## config.mk

```make
export PLATFORM = sky130hd
export DESIGN_NAME = cswl_chip_select
export DESIGN_NICKNAME = d
export VERILOG_FILES = /design/src/design/cswl_pkg.sv /design/src/design/cswl_chip_select.sv /design/src/design/cswl_match_unit.sv
export SDC_FILE = /design/constraint.sdc
export NUM_CORES = 1
export LEC_CHECK = 0
export BUFFER_PORTS_ARGS = -buffer_cell sky130_fd_sc_hd__buf_4
export CORE_MARGIN = 2
export CORE_UTILIZATION = 59
export DETAILED_ROUTE_END_ITERATION = 10
export PLACE_DENSITY = 0.81
export SLEW_MARGIN = 25
export SYNTH_ARGS = -nofsm -noshare
export SYNTH_HDL_FRONTEND = slang
export SYNTH_HIERARCHICAL = 1
export SYNTH_SLANG_ARGS = --single-unit
```

## constraint.sdc

```tcl
create_clock -name pclk -period 5.2 [get_ports pclk]
set_input_delay 1.04 -clock pclk [delete_from_list [all_inputs] [get_ports pclk]]
set_output_delay 1.04 -clock pclk [all_outputs]
set_load 0.05 [all_outputs]
```

## src/design/cswl_pkg.sv

```systemverilog
package cswl_pkg;
    // ----------------------------------------
    // Register map (byte addresses)
    // ----------------------------------------
    localparam logic [7:0] CSWL_BASE_OFS = 8'h00;
    localparam logic [7:0] CSWL_OPT_OFS = 8'h10;
    localparam logic [7:0] CSWL_SYSCTL_OFS = 8'h20;
    localparam logic [7:0] CSWL_STATUS_OFS = 8'h24;
    localparam int CSWL_UNITS = 4;
    localparam int CSWL_REG_W = 16;
    localparam int CSWL_ADDR_W = 11;
    // ----------------------------------------
    // Field positions
    // ----------------------------------------
    localparam int CSWL_FC_HI = 15;
    localparam int CSWL_FC_LO = 13;
    localparam int CSWL_ADR_HI = 12;
    localparam int CSWL_ADR_LO = 2;
    localparam int CSWL_RW_BIT = 1;
    localparam int CSWL_EN_BIT = 0;
    localparam int CSWL_MRW_BIT = 1;
    localparam int CSWL_CFC_BIT = 0;
    localparam int CSWL_SC_STRETCH = 0;
    localparam int CSWL_SC_EXTERNAL_MASTER_WAIT = 1;
    localparam int CSWL_SC_SYNC = 2;
    // ----------------------------------------
    // Reset values and wait codes
    // ----------------------------------------
    localparam logic [15:0] CSWL_BASE0_RST = 16'h0001;
    localparam logic [15:0] CSWL_BASEN_RST = 16'h0000;
    localparam logic [15:0] CSWL_OPT_RST = 16'hdffc;
    localparam logic [2:0] CSWL_ACK_EXT = 3'h7;
    localparam logic [2:0] CSWL_ASYNC_WAITS = 3'h3;
    localparam logic [2:0] CSWL_ZERO_WAITS = 3'h0;
    localparam logic [2:0] CSWL_ONE_WAIT = 3'h1;
    localparam logic [1:0] CSWL_STRAP_DLY = 2'h2;

    typedef enum logic [1:0] {
        CSWL_IDLE = 2'b00,
        CSWL_COUNT = 2'b01,
        CSWL_EXTERN = 2'b10,
        CSWL_HOLD = 2'b11
    } cswl_state_e;
endpackage : cswl_pkg

```

## src/design/cswl_chip_select.sv

```systemverilog
// The register offsets and the APB interface to the registers are this design's own decisions.
`timescale 1ns/100ps
`default_nettype none
module cswl_chip_select
    import cswl_pkg::*;
#(
    parameter int UNITS = CSWL_UNITS
) (
    // Clock and reset
    input wire logic pclk,
    input wire logic presetn,
    // APB register port
    input wire logic psel,
    input wire logic penable,
    input wire logic pwrite,
    input wire logic [7:0] paddr,
    input wire logic [31:0] pwdata,
    output logic [31:0] prdata,
    output logic pready,
    output logic pslverr,
    // System bus pins
    input wire logic bus_strobe_n,
    input wire logic bus_read,
    input wire logic [23:0] bus_addr,
    input wire logic [2:0] bus_space_code,
    input wire logic iack_cycle,
    input wire logic locked_write,
    input wire logic ext_master,
    input wire logic internal_access,
    input wire logic cpu_disable_strap,
    // Select lines and acknowledge
    output logic [3:0] select_n,
    input wire logic transfer_acknowledge_n_in,
    output logic transfer_acknowledge_n_out,
    output logic transfer_acknowledge_oe
);
    // ----------------------------------------
    // State
    // ----------------------------------------
    typedef struct packed {
        logic [3:0][15:0] base;
        logic [3:0][15:0] option;
        logic [2:0] sysctl;
        logic [1:0] s_strobe;
        logic [1:0] s_read;
        logic [1:0][10:0] s_addr;
        logic [1:0][2:0] s_fc;
        logic [1:0] s_iack;
        logic [1:0] s_lock;
        logic [1:0] s_ext;
        logic [1:0] s_int;
        logic [1:0] s_strap;
        logic [1:0] s_ack;
        logic [1:0] strap_cnt;
        logic strap_done;
        cswl_state_e state;
        logic [2:0] wait_cnt;
        logic [3:0] sel;
        logic ack_gen;
        logic ack_seen;
        logic [31:0] rdata;
    } cswl_state_s;

    cswl_state_s st_reg;
    cswl_state_s st_next;
    logic [3:0] hit;
    logic [1:0] hit_idx;
    logic any_hit;
    logic [2:0] ack_field;
    logic [2:0] waits;
    logic start;
    logic ack_now;
    logic apb_wr;
    logic apb_rd;
    logic mapped;
    logic [2:0] unit_idx;

    // ----------------------------------------
    // Status word layout
    // ----------------------------------------
    localparam int ST_SEL_HI = 3;
    localparam int ST_STATE_HI = 5;
    localparam int ST_STATE_LO = 4;
    localparam int ST_WAIT_HI = 8;
    localparam int ST_WAIT_LO = 6;
    localparam int ST_STRAP_BIT = 9;
    localparam int ST_ACK_BIT = 10;

    // The register map and the status word only have room for four units.
    generate
        if (UNITS != CSWL_UNITS) begin : g_bad_units
            $error("cswl_chip_select supports exactly four select units");
        end
    endgenerate

    // ----------------------------------------
    // Address compare units
    // ----------------------------------------
    generate
        for (genvar u = 0; u < UNITS; u++) begin : g_unit
            cswl_match_unit u_match (
                .base_value(st_reg.base[u]),
                .option_value(st_reg.option[u]),
                .addr_hi(st_reg.s_addr[1]),
                .space_code(st_reg.s_fc[1]),
                .is_read(st_reg.s_read[1]),
                .hit(hit[u])
            );
        end
    endgenerate

    // ----------------------------------------
    // Overlap priority
    // ----------------------------------------
    // Lowest numbered unit wins when ranges overlap.
    always_comb begin
        hit_idx = 2'd0;
        any_hit = 1'b0;
        for (int i = UNITS - 1; i >= 0; i--) begin
            if (hit[i]) begin
                hit_idx = 2'(i);
                any_hit = 1'b1;
            end
        end
    end

    assign ack_field = st_reg.option[hit_idx][CSWL_FC_HI:CSWL_FC_LO];
    assign start = st_reg.s_strobe[1] && (st_reg.state == CSWL_IDLE);

    // ----------------------------------------
    // Wait state selection
    // ----------------------------------------
    // Wait states for the cycle about to start.
    always_comb begin
        waits = ack_field;
        if (st_reg.s_int[1]) begin
            if (!st_reg.sysctl[CSWL_SC_SYNC]) begin
                waits = CSWL_ASYNC_WAITS;
            end else if (st_reg.s_read[1] && st_reg.sysctl[CSWL_SC_EXTERNAL_MASTER_WAIT]) begin
                waits = CSWL_ONE_WAIT;
            end else begin
                waits = CSWL_ZERO_WAITS;
            end
        end else if (st_reg.s_lock[1] && !st_reg.sysctl[CSWL_SC_STRETCH]) begin
            waits = CSWL_ZERO_WAITS;
        end else if (st_reg.s_ext[1] && st_reg.sysctl[CSWL_SC_EXTERNAL_MASTER_WAIT]
                     && ack_field < (CSWL_ACK_EXT - 3'h1)) begin
            waits = ack_field + 3'h1;
        end
    end

    // Acknowledge comes from the wait counter at zero in the count state, field zero included.
    assign ack_now = (st_reg.state == CSWL_COUNT) && st_reg.ack_gen
                     && (st_reg.wait_cnt == CSWL_ZERO_WAITS);

    // ----------------------------------------
    // APB decode
    // ----------------------------------------
    assign apb_wr = psel && penable && pwrite;
    assign apb_rd = psel && !penable && !pwrite;
    assign unit_idx = paddr[4:2];
    assign mapped = (paddr[1:0] == 2'b00) && (paddr <= CSWL_STATUS_OFS);

    // ----------------------------------------
    // Next state
    // ----------------------------------------
    always_comb begin
        st_next = st_reg;
        st_next.s_strobe = {st_reg.s_strobe[0], !bus_strobe_n};
        st_next.s_read = {st_reg.s_read[0], bus_read};
        st_next.s_addr = {st_reg.s_addr[0], bus_addr[23:13]};
        st_next.s_fc = {st_reg.s_fc[0], bus_space_code};
        st_next.s_iack = {st_reg.s_iack[0], iack_cycle};
        st_next.s_lock = {st_reg.s_lock[0], locked_write};
        st_next.s_ext = {st_reg.s_ext[0], ext_master};
        st_next.s_int = {st_reg.s_int[0], internal_access};
        st_next.s_strap = {st_reg.s_strap[0], cpu_disable_strap};
        st_next.s_ack = {st_reg.s_ack[0], !transfer_acknowledge_n_in};

        // ----------------------------------------
        // Strap capture
        // ----------------------------------------
        // Strap is caught once it has crossed both flops after reset release.
        if (!st_reg.strap_done) begin
            if (st_reg.strap_cnt == CSWL_STRAP_DLY) begin
                st_next.strap_done = 1'b1;
                if (st_reg.s_strap[1]) begin
                    st_next.base[0][CSWL_EN_BIT] = 1'b0;
                end
            end else begin
                st_next.strap_cnt = st_reg.strap_cnt + 2'd1;
            end
        end

        // ----------------------------------------
        // Register writes
        // ----------------------------------------
        // Registers take writes at any time, enabled or not.
        if (apb_wr && mapped) begin
            if (paddr < CSWL_OPT_OFS) begin
                st_next.base[unit_idx[1:0]] = pwdata[15:0];
            end else if (paddr < CSWL_SYSCTL_OFS) begin
                st_next.option[unit_idx[1:0]] = pwdata[15:0];
            end else if (paddr == CSWL_SYSCTL_OFS) begin
                st_next.sysctl = pwdata[2:0];
            end
        end

        // ----------------------------------------
        // Register reads
        // ----------------------------------------
        // Read data is latched in setup so it stands through the access phase.
        if (apb_rd) begin
            st_next.rdata = '0;
            if (mapped) begin
                if (paddr < CSWL_OPT_OFS) begin
                    st_next.rdata[15:0] = st_reg.base[unit_idx[1:0]];
                end else if (paddr < CSWL_SYSCTL_OFS) begin
                    st_next.rdata[15:0] = st_reg.option[unit_idx[1:0]];
                end else if (paddr == CSWL_SYSCTL_OFS) begin
                    st_next.rdata[2:0] = st_reg.sysctl;
                end else begin
                    st_next.rdata[ST_SEL_HI:0] = st_reg.sel;
                    st_next.rdata[ST_STATE_HI:ST_STATE_LO] = st_reg.state;
                    st_next.rdata[ST_WAIT_HI:ST_WAIT_LO] = st_reg.wait_cnt;
                    st_next.rdata[ST_STRAP_BIT] = st_reg.strap_done;
                    st_next.rdata[ST_ACK_BIT] = st_reg.ack_seen;
                end
            end
        end

        // ----------------------------------------
        // Bus cycle sequencer
        // ----------------------------------------
        // A new cycle is taken only from idle, so strobe must rise in between.
        unique case (st_reg.state)
            CSWL_IDLE: begin
                if (start) begin
                    st_next.ack_seen = 1'b0;
                    if (st_reg.s_iack[1]) begin
                        st_next.sel = '0;
                        st_next.state = CSWL_HOLD;
                    end else if (st_reg.s_int[1]) begin
                        st_next.sel = '0;
                        st_next.ack_gen = 1'b1;
                        st_next.wait_cnt = waits;
                        st_next.state = CSWL_COUNT;
                    end else if (any_hit) begin
                        st_next.sel = 4'b0001 << hit_idx;
                        if (ack_field == CSWL_ACK_EXT) begin
                            st_next.ack_gen = 1'b0;
                            st_next.state = CSWL_EXTERN;
                        end else begin
                            st_next.ack_gen = 1'b1;
                            st_next.wait_cnt = waits;
                            st_next.state = CSWL_COUNT;
                        end
                    end else begin
                        st_next.state = CSWL_HOLD;
                    end
                end
            end
            CSWL_COUNT: begin
                if (st_reg.wait_cnt != CSWL_ZERO_WAITS) begin
                    st_next.wait_cnt = st_reg.wait_cnt - 3'h1;
                end
                if (!st_reg.s_strobe[1]) begin
                    st_next.state = CSWL_IDLE;
                    st_next.sel = '0;
                    st_next.ack_gen = 1'b0;
                end
            end
            CSWL_EXTERN: begin
                if (st_reg.s_ack[1]) begin
                    st_next.ack_seen = 1'b1;
                end
                if (!st_reg.s_strobe[1]) begin
                    st_next.state = CSWL_IDLE;
                    st_next.sel = '0;
                end
            end
            CSWL_HOLD: begin
                if (!st_reg.s_strobe[1]) begin
                    st_next.state = CSWL_IDLE;
                end
            end
        endcase
    end

    // ----------------------------------------
    // Registers
    // ----------------------------------------
    always_ff @(posedge pclk or negedge presetn) begin
        if (!presetn) begin
            st_reg <= '0;
            st_reg.base[0] <= CSWL_BASE0_RST;
            st_reg.base[1] <= CSWL_BASEN_RST;
            st_reg.base[2] <= CSWL_BASEN_RST;
            st_reg.base[3] <= CSWL_BASEN_RST;
            st_reg.option[0] <= CSWL_OPT_RST;
            st_reg.option[1] <= CSWL_OPT_RST;
            st_reg.option[2] <= CSWL_OPT_RST;
            st_reg.option[3] <= CSWL_OPT_RST;
            st_reg.state <= CSWL_IDLE;
        end else begin
            st_reg <= st_next;
        end
    end

    // ----------------------------------------
    // Outputs
    // ----------------------------------------
    // Zero-wait APB: the answer carries the word latched in setup.
    assign pready = 1'b1;
    assign pslverr = psel && penable && !mapped;
    assign prdata = st_reg.rdata;
    assign select_n = ~st_reg.sel;
    // Pin is driven only while this block owns the acknowledge.
    assign transfer_acknowledge_oe = st_reg.ack_gen && (st_reg.state == CSWL_COUNT);
    assign transfer_acknowledge_n_out = !ack_now;
endmodule : cswl_chip_select
`default_nettype wire

```

## src/design/cswl_match_unit.sv

```systemverilog
`timescale 1ns/100ps
`default_nettype none
module cswl_match_unit
    import cswl_pkg::*;
(
    // Unit configuration
    input wire logic [15:0] base_value,
    input wire logic [15:0] option_value,
    // Current bus cycle
    input wire logic [10:0] addr_hi,
    input wire logic [2:0] space_code,
    input wire logic is_read,
    // Result
    output logic hit
);
    logic addr_ok;
    logic dir_ok;
    logic fc_ok;

    // Only unmasked address bits take part in the compare.
    assign addr_ok = ((addr_hi ^ base_value[CSWL_ADR_HI:CSWL_ADR_LO])
                     & option_value[CSWL_ADR_HI:CSWL_ADR_LO]) == '0;
    // Direction compare gives read-only, write-only or both.
    assign dir_ok = !option_value[CSWL_MRW_BIT] || (is_read == base_value[CSWL_RW_BIT]);
    assign fc_ok = !option_value[CSWL_CFC_BIT]
                   || (space_code == base_value[CSWL_FC_HI:CSWL_FC_LO]);
    assign hit = base_value[CSWL_EN_BIT] && addr_ok && dir_ok && fc_ok;
endmodule : cswl_match_unit
`default_nettype wire

```

Word-level counts from Yosys, hierarchy flattened
Cells that the tools add are included.
{"block": "op_classes", "add_sub_neg": 3, "magnitude_cmp": 7, "n_eq_ne": 24, "n_shift": 1, "muxes": 61, "n_bitwise": 13, "n_reduce_logical": 71}
{"operator": "bitwise mux 64 bit", "n": 2}
{"operator": "binary-select mux 16 bit (select 2 bit)", "n": 3}
{"operator": "two-way mux 16 bit", "n": 6}
{"operator": "two-way mux 68 bit", "n": 1}
{"operator": "two-way mux 67 bit", "n": 1}
{"operator": "two-way mux 64 bit", "n": 1}
{"operator": "bitwise AND 11 bit", "n": 4}
{"operator": "logical NOT 11 bit", "n": 4}
{"operator": "bitwise XOR 11 bit", "n": 4}
{"operator": "demux 16 bit (select 2 bit)", "n": 1}
{"operator": "logical AND 1 bit", "n": 27}
{"operator": "two-way mux 3 bit", "n": 9}
{"operator": "two-way mux 11 bit", "n": 2}
{"operator": "two-way mux 2 bit", "n": 9}
{"operator": "two-way mux 8 bit", "n": 2}
{"operator": "logical NOT 1 bit", "n": 15}
{"operator": "two-way mux 1 bit", "n": 14}
{"operator": "!= test 2 bit, second input constant", "n": 7}
{"operator": "== test 3 bit", "n": 4}
{"operator": "case mux 4 bit (3 select lines)", "n": 1}
{"operator": "two-way mux 10 bit", "n": 1}
{"operator": "two-way mux 5 bit", "n": 2}
{"operator": "AND reduction 5 bit", "n": 2}
{"operator": "== test 8 x 6 -> 1 bit, second input constant", "n": 1}
{"operator": "32 further kinds", "n": 57}
{"block": "word_totals", "ff_bits": 205, "inputBits": 80, "out_inout_bits": 40, "wordCells": 210}

Depth between registers and ports, before layout
{"block": "logic_depth", "ltp_word": 23, "depth_mapped": 14, "ltp_nobuf": 13}

Cells and area by module
Netlist, hierarchy kept.
{"module": "cswl_chip_select", "instances": 1, "cells_each": 643, "area_each_um2": 9262.6, "seq_area_each_um2": 5196.2}
{"module": "cswl_match_unit", "instances": 4, "cells_each": 25, "area_each_um2": 203.9, "seq_area_each_um2": 0.0}

Least setup slack after synthesis
OpenSTA, ideal clock, no wires.
{"block": "synth_timing", "kind": "reg-to-reg", "from": "reg st_reg[79] (netlist name)", "to": "reg st_reg[38] (netlist name)", "setup_ps": 69, "arrival_ps": 3934, "required_ps": 5131, "setup_slack_ps": 1197, "stages_incl_launch_ff": 15, "path_buffers": 1, "synth_period_minus_slack_ps": 4003, "cell_sequence": "dfrtp_1 -> xor2_1 -> a222oi_1 -> nand3_1 -> a211oi_2 -> clkbuf_1 -> and3b_1 -> o31ai_1 -> o21ai_0 -> ha_1 -> ha_1 -> o311a_1 -> or4_1 -> or4_1 -> nand3_1"}
{"block": "synth_between", "word_cells_on_any_way": 50, "cone_classes": "add/sub (1); order compare (1); eq/ne (3); mux (19); bitwise (8); reduce/logical (18)"}
{"item": "start, declared", "line_no": "cswl_chip_select.sv:64", "text": "cswl_state_s st_reg;"}
{"item": "start signal, assigned", "line_no": "cswl_chip_select.sv:306", "text": "st_reg <= st_next;"}
{"item": "bitwise XOR 11 bit (*)", "line_no": "cswl_match_unit.sv:21", "text": "assign addr_ok = ((addr_hi ^ base_value[CSWL_ADR_HI:CSWL_ADR_LO])"}
{"item": "bitwise AND 11 bit (*)", "line_no": "cswl_match_unit.sv:22", "text": "& option_value[CSWL_ADR_HI:CSWL_ADR_LO]) == '0;"}
{"item": "logical NOT 11 bit (*)", "line_no": "cswl_match_unit.sv:21"}
{"item": "logical AND 1 bit (*) (3 in a row)", "line_no": "cswl_match_unit.sv:27", "text": "assign hit = base_value[CSWL_EN_BIT] && addr_ok && dir_ok && fc_ok;"}
{"item": "named net hit[1]", "line_no": "cswl_chip_select.sv:66", "text": "logic [3:0] hit;"}
{"item": "two-way mux 2 bit (2 in a row)", "line_no": "cswl_chip_select.sv:120", "text": "if (hit[i]) begin"}
{"item": "binary-select mux 16 bit (select 2 bit)", "line_no": "cswl_chip_select.sv:127", "text": "assign ack_field = st_reg.option[hit_idx][CSWL_FC_HI:CSWL_FC_LO];"}
{"item": "two-way mux 16 bit (implied by the code)", "line_no": "cswl_chip_select.sv:127"}
{"item": "(+3 left out)"}
{"item": "two-way mux 3 bit", "line_no": "cswl_chip_select.sv:144", "text": "end else if (st_reg.s_lock[1] && !st_reg.sysctl[CSWL_SC_STRETCH]) begin"}
{"item": "two-way mux 3 bit", "line_no": "cswl_chip_select.sv:136", "text": "if (st_reg.s_int[1]) begin"}
{"item": "two-way mux 3 bit", "line_no": "cswl_chip_select.sv:250", "text": "if (ack_field == CSWL_ACK_EXT) begin"}
{"item": "two-way mux 8 bit", "line_no": "cswl_chip_select.sv:248", "text": "end else if (any_hit) begin"}
{"item": "two-way mux 10 bit", "line_no": "cswl_chip_select.sv:243", "text": "end else if (st_reg.s_int[1]) begin"}
{"item": "two-way mux 3 bit", "line_no": "cswl_chip_select.sv:240", "text": "if (st_reg.s_iack[1]) begin"}
{"item": "two-way mux 11 bit", "line_no": "cswl_chip_select.sv:238", "text": "if (start) begin"}
{"item": "case mux 3 bit (2 select lines)", "line_no": "cswl_chip_select.sv:236", "text": "unique case (st_reg.state)"}
The timed path passes the listed nets; every way through them passes the cells marked *. The select of a mux whose other input is x is not followed.
A chain may end at the register's enable or synchronous reset.

Final worst setup path
Ends and elaborated chain as after synthesis.

==> flow_summary.yaml <==
placed_design:
  dp.cells: 992
  place_congestion: 0.870
  dp_hpwl_um: 15300
  port_buffers: 73
synth:
  synth.area.top_cells: "dfrtp_1 (38%), dfstp_2 (14%), mux2_2 (12%)"
  synth_top_family_by_area: "multiplexers"
  ys_ff_latch: 205
  synth.distinct_cells: 66
  synth.mux.area_fraction_pct: 23.6
  yosys_warnings: 6
  synthSimpleGateAreaFrac_pct: 6.51
  yosys.area_share.adder_pct: 0.993
  yosysTopAreaCell: "dfrtp_1"
  synthXorXnorAreaFrac_pct: 5.39
  yosysMostFrequentCell: "dfrtp_1"
  yosysTopAreaCellShare_pct: 37.7
  synth_compound_area_share_pct: 7.25
  synth.avg_cell_area_um2: 13.6
  synth-async-reset-ratio_pct: 100
  syn_area_um2: 10100
  synthFlopType: "dfrtp_1"
  synthCells: 743
  ys_seq_area_share_pct: 51.6
  synth_edf_count: 0
  synth_common_cells: "dfrtp_1 (152), mux2_2 (110), dfstp_2 (53), xor2_1 (48), buf_4 (36)"
routing:
  ant_nets: 0
  wl_um: 22800
  drt-pass1-iter-count: 5
  vias: 6381
  avgRoutedWirePerCell_um: 22.1
  drc: 0
  viasPerCell: 6.18
  drt_iter0_markers: 512
critical_path:
  path_cells: "xor2_1, a222oi_1, nand3_1, a211oi_2, and3b_1, o31ai_1, o21ai_0, ha_1, ha_1, o311a_1, or4_1, or4_1, nand3_1"
  cp_max_fo: 12
  cp_slowest_stage_delay_ns: 0.65
  required_ns: 5.64
  startpoint_type: "flop"
  arrival_ns: 5.15
  cp-end-kind: "flop"
  worstSetupPathType: "flop to flop"
  critPathTopFamily: "compound AO/OA/AOI/OAI gates"
  worst-path-buf-inv: 0
  cp_slowest_cell: "a211oi_2"
global_route:
  grt_pass1_vias: 6702
  grt_use_met1_pct: 33.9
  gr-total-overflow: 0
  grt_use_total_pct: 25.9
  met2_usage_pct: 43.7
  use_met3_pct: 5.14
  grt_max_degree: 121
  antenna_found_initial: 0
  grt_first_pass_wirelength_um: 36400
  grt.busiest_layer: "met2"
run:
  drv_cap: 0
run_status:
  status: "finished, final reports clean"
cts:
  clockBufferDepth: 3
  root_buffer: "clkbuf_16"
  clock_latency_ns: 0.50
  cts_tree: "yes"
  cts_setup_buffers: 0
  cts_resized: 0
  cts_buffers: 22
  cts.sinks: 205
  cts_max_level: 1
  cts.clk_slew.worst_paths_ns: 0.06
  holdBufCountCts: 0
floorplan:
  rows: 47
  die_w_um: 135
  die_h_um: 135
  ios: 120
  coreArea_um2: 16600
  initial_core_util_pct: 60.6
  die_area_um2: 18100
sta:
  finalSetupTns_ns: 0
  worst_pin_slew_ns: 0.932
  clock_skew_ns: 0.0134
  finalHoldViolations: 0
  rsz0062_at_grt: "false"
  slew_headroom_pct: 37.9
  fin_crit_ns: 4.71
  final-max-slew-violation-count: 0
  max_freq_mhz: 213
  timing.final.crit_share_pct: 90.5
  setup_violations: 0
finish:
  syn2layout_area_growth_pct: 13.4
  final_cell_count_no_fill: 1032
  n_antenna_cell: 0
  final_util_pct: 68.7
  layout-drive-gt1-share_pct: 42.0
  largest_register_ffs: 167
  fin_nets: 884
power:
  vdd_drop_max_mv: 0.299
  power_leakage_nw: 5.30
  powerDensity_nw_per_um2: 344
min_path:
  hold_class: "flop to flop"
[worst reg2reg max path, delay by kind of cell (launching register included)]
kind | cells | cell delay, ns
AO/OA/AOI/OAI | 5 | 1.89
adder cells (fa/ha/maj) | 2 | 0.51
flip-flops | 1 | 0.44
AND/OR/NAND/NOR | 5 | 1.62
XOR/XNOR | 1 | 0.18
[per-layer routing]
| layer | vias up | share of wire, % |
|---|---|---|
| met2 | 229 | 51 |
| met4 | 0 | 3.0 |
| met5 | - | 0 |
| met1 | 3304 | 40 |
| li1 | 2790 | - |
| met3 | 58 | 5.8 |
[layout make-up]
cell class | count | area, um2
sequential | 205 | 5200
fill | 1142 | 5220
clock buffer | 34 | 717
tap | 220 | 275
multi-input combinational | 472 | 4470
timing repair buffer | 79 | 599
inverter | 16 | 60.1
clock inverter | 6 | 105
[through the flow]
step	worst slack, ns	hold WS [ns]	cell area (um2)	power, mW
finish	0.495	0.336	11400	3.93
global route	0.282	0.354	11400	4.07
CTS	0.562	0.348	11400	3.96
detailed placement	0.617	0.335	10600	2.24
global placement	0.759	0.331	10600	2.21
floorplan	1.20	0.331	10100	2.08
[power breakdown]
group / switching, mW / leakage (nW) / internal, mW / total [mW]
clock network: 0.614 / 0.411 / 1.09 / 1.71
logic: 0.310 / 2.34 / 0.191 / 0.500
registers: 0.0599 / 2.54 / 1.66 / 1.72
total: 0.983 / 5.30 / 2.95 / 3.93
[path summary, 6_finish.rpt]
check	startpoint	endpoint	slack, ns	depth (start not counted)
max in group asynchronous	presetn	st_reg[98]	3.43	2
worst min register to register	st_next[85]	st_reg[85]	0.34	0
worst max register to register	st_reg[79]	st_reg[38]	0.49	13
min in group asynchronous	presetn	st_reg[62]	0.65	1
worst min-delay path	st_next[85]	st_reg[85]	0.34	0
worst max-delay path	st_reg[79]	st_reg[38]	0.49	13
[layout by cell type (no fill, tap or decap), types with 10 or more instances in the layout]
| master | instances |
|---|---|
| mux2_4 | 10 |
| mux2i_1 | 17 |
| clkbuf_16 | 23 |
| xnor2_1 | 14 |
| clkbuf_8 | 11 |
| nand3_1 | 12 |
| o21ai_0 | 20 |
| nand2_1 | 30 |
| dfstp_2 | 53 |
| a22o_1 | 12 |
| buf_4 | 78 |
| xor2_1 | 48 |
| inv_1 | 16 |
| dfrtp_1 | 152 |
| conb_1 | 17 |
| nor2_1 | 12 |
| mux2_2 | 110 |
| a22oi_1 | 17 |
| mux4_2 | 32 |
[cells by family (layout without fill, tap and decap cells)]
logic type / count (synthesis) / in the layout
AOI/OAI and AO/OA: 98 / 98
xor gates and xnor gates: 62 / 62
adders and majority gates: 8 / 8
buffers and inverters: 81 / 135
DFF: 205 / 205
muxes: 178 / 178
other: 2 / 17
and+or+nand+nor: 109 / 109
No activity file was read; power rests on OpenSTA's default activity.
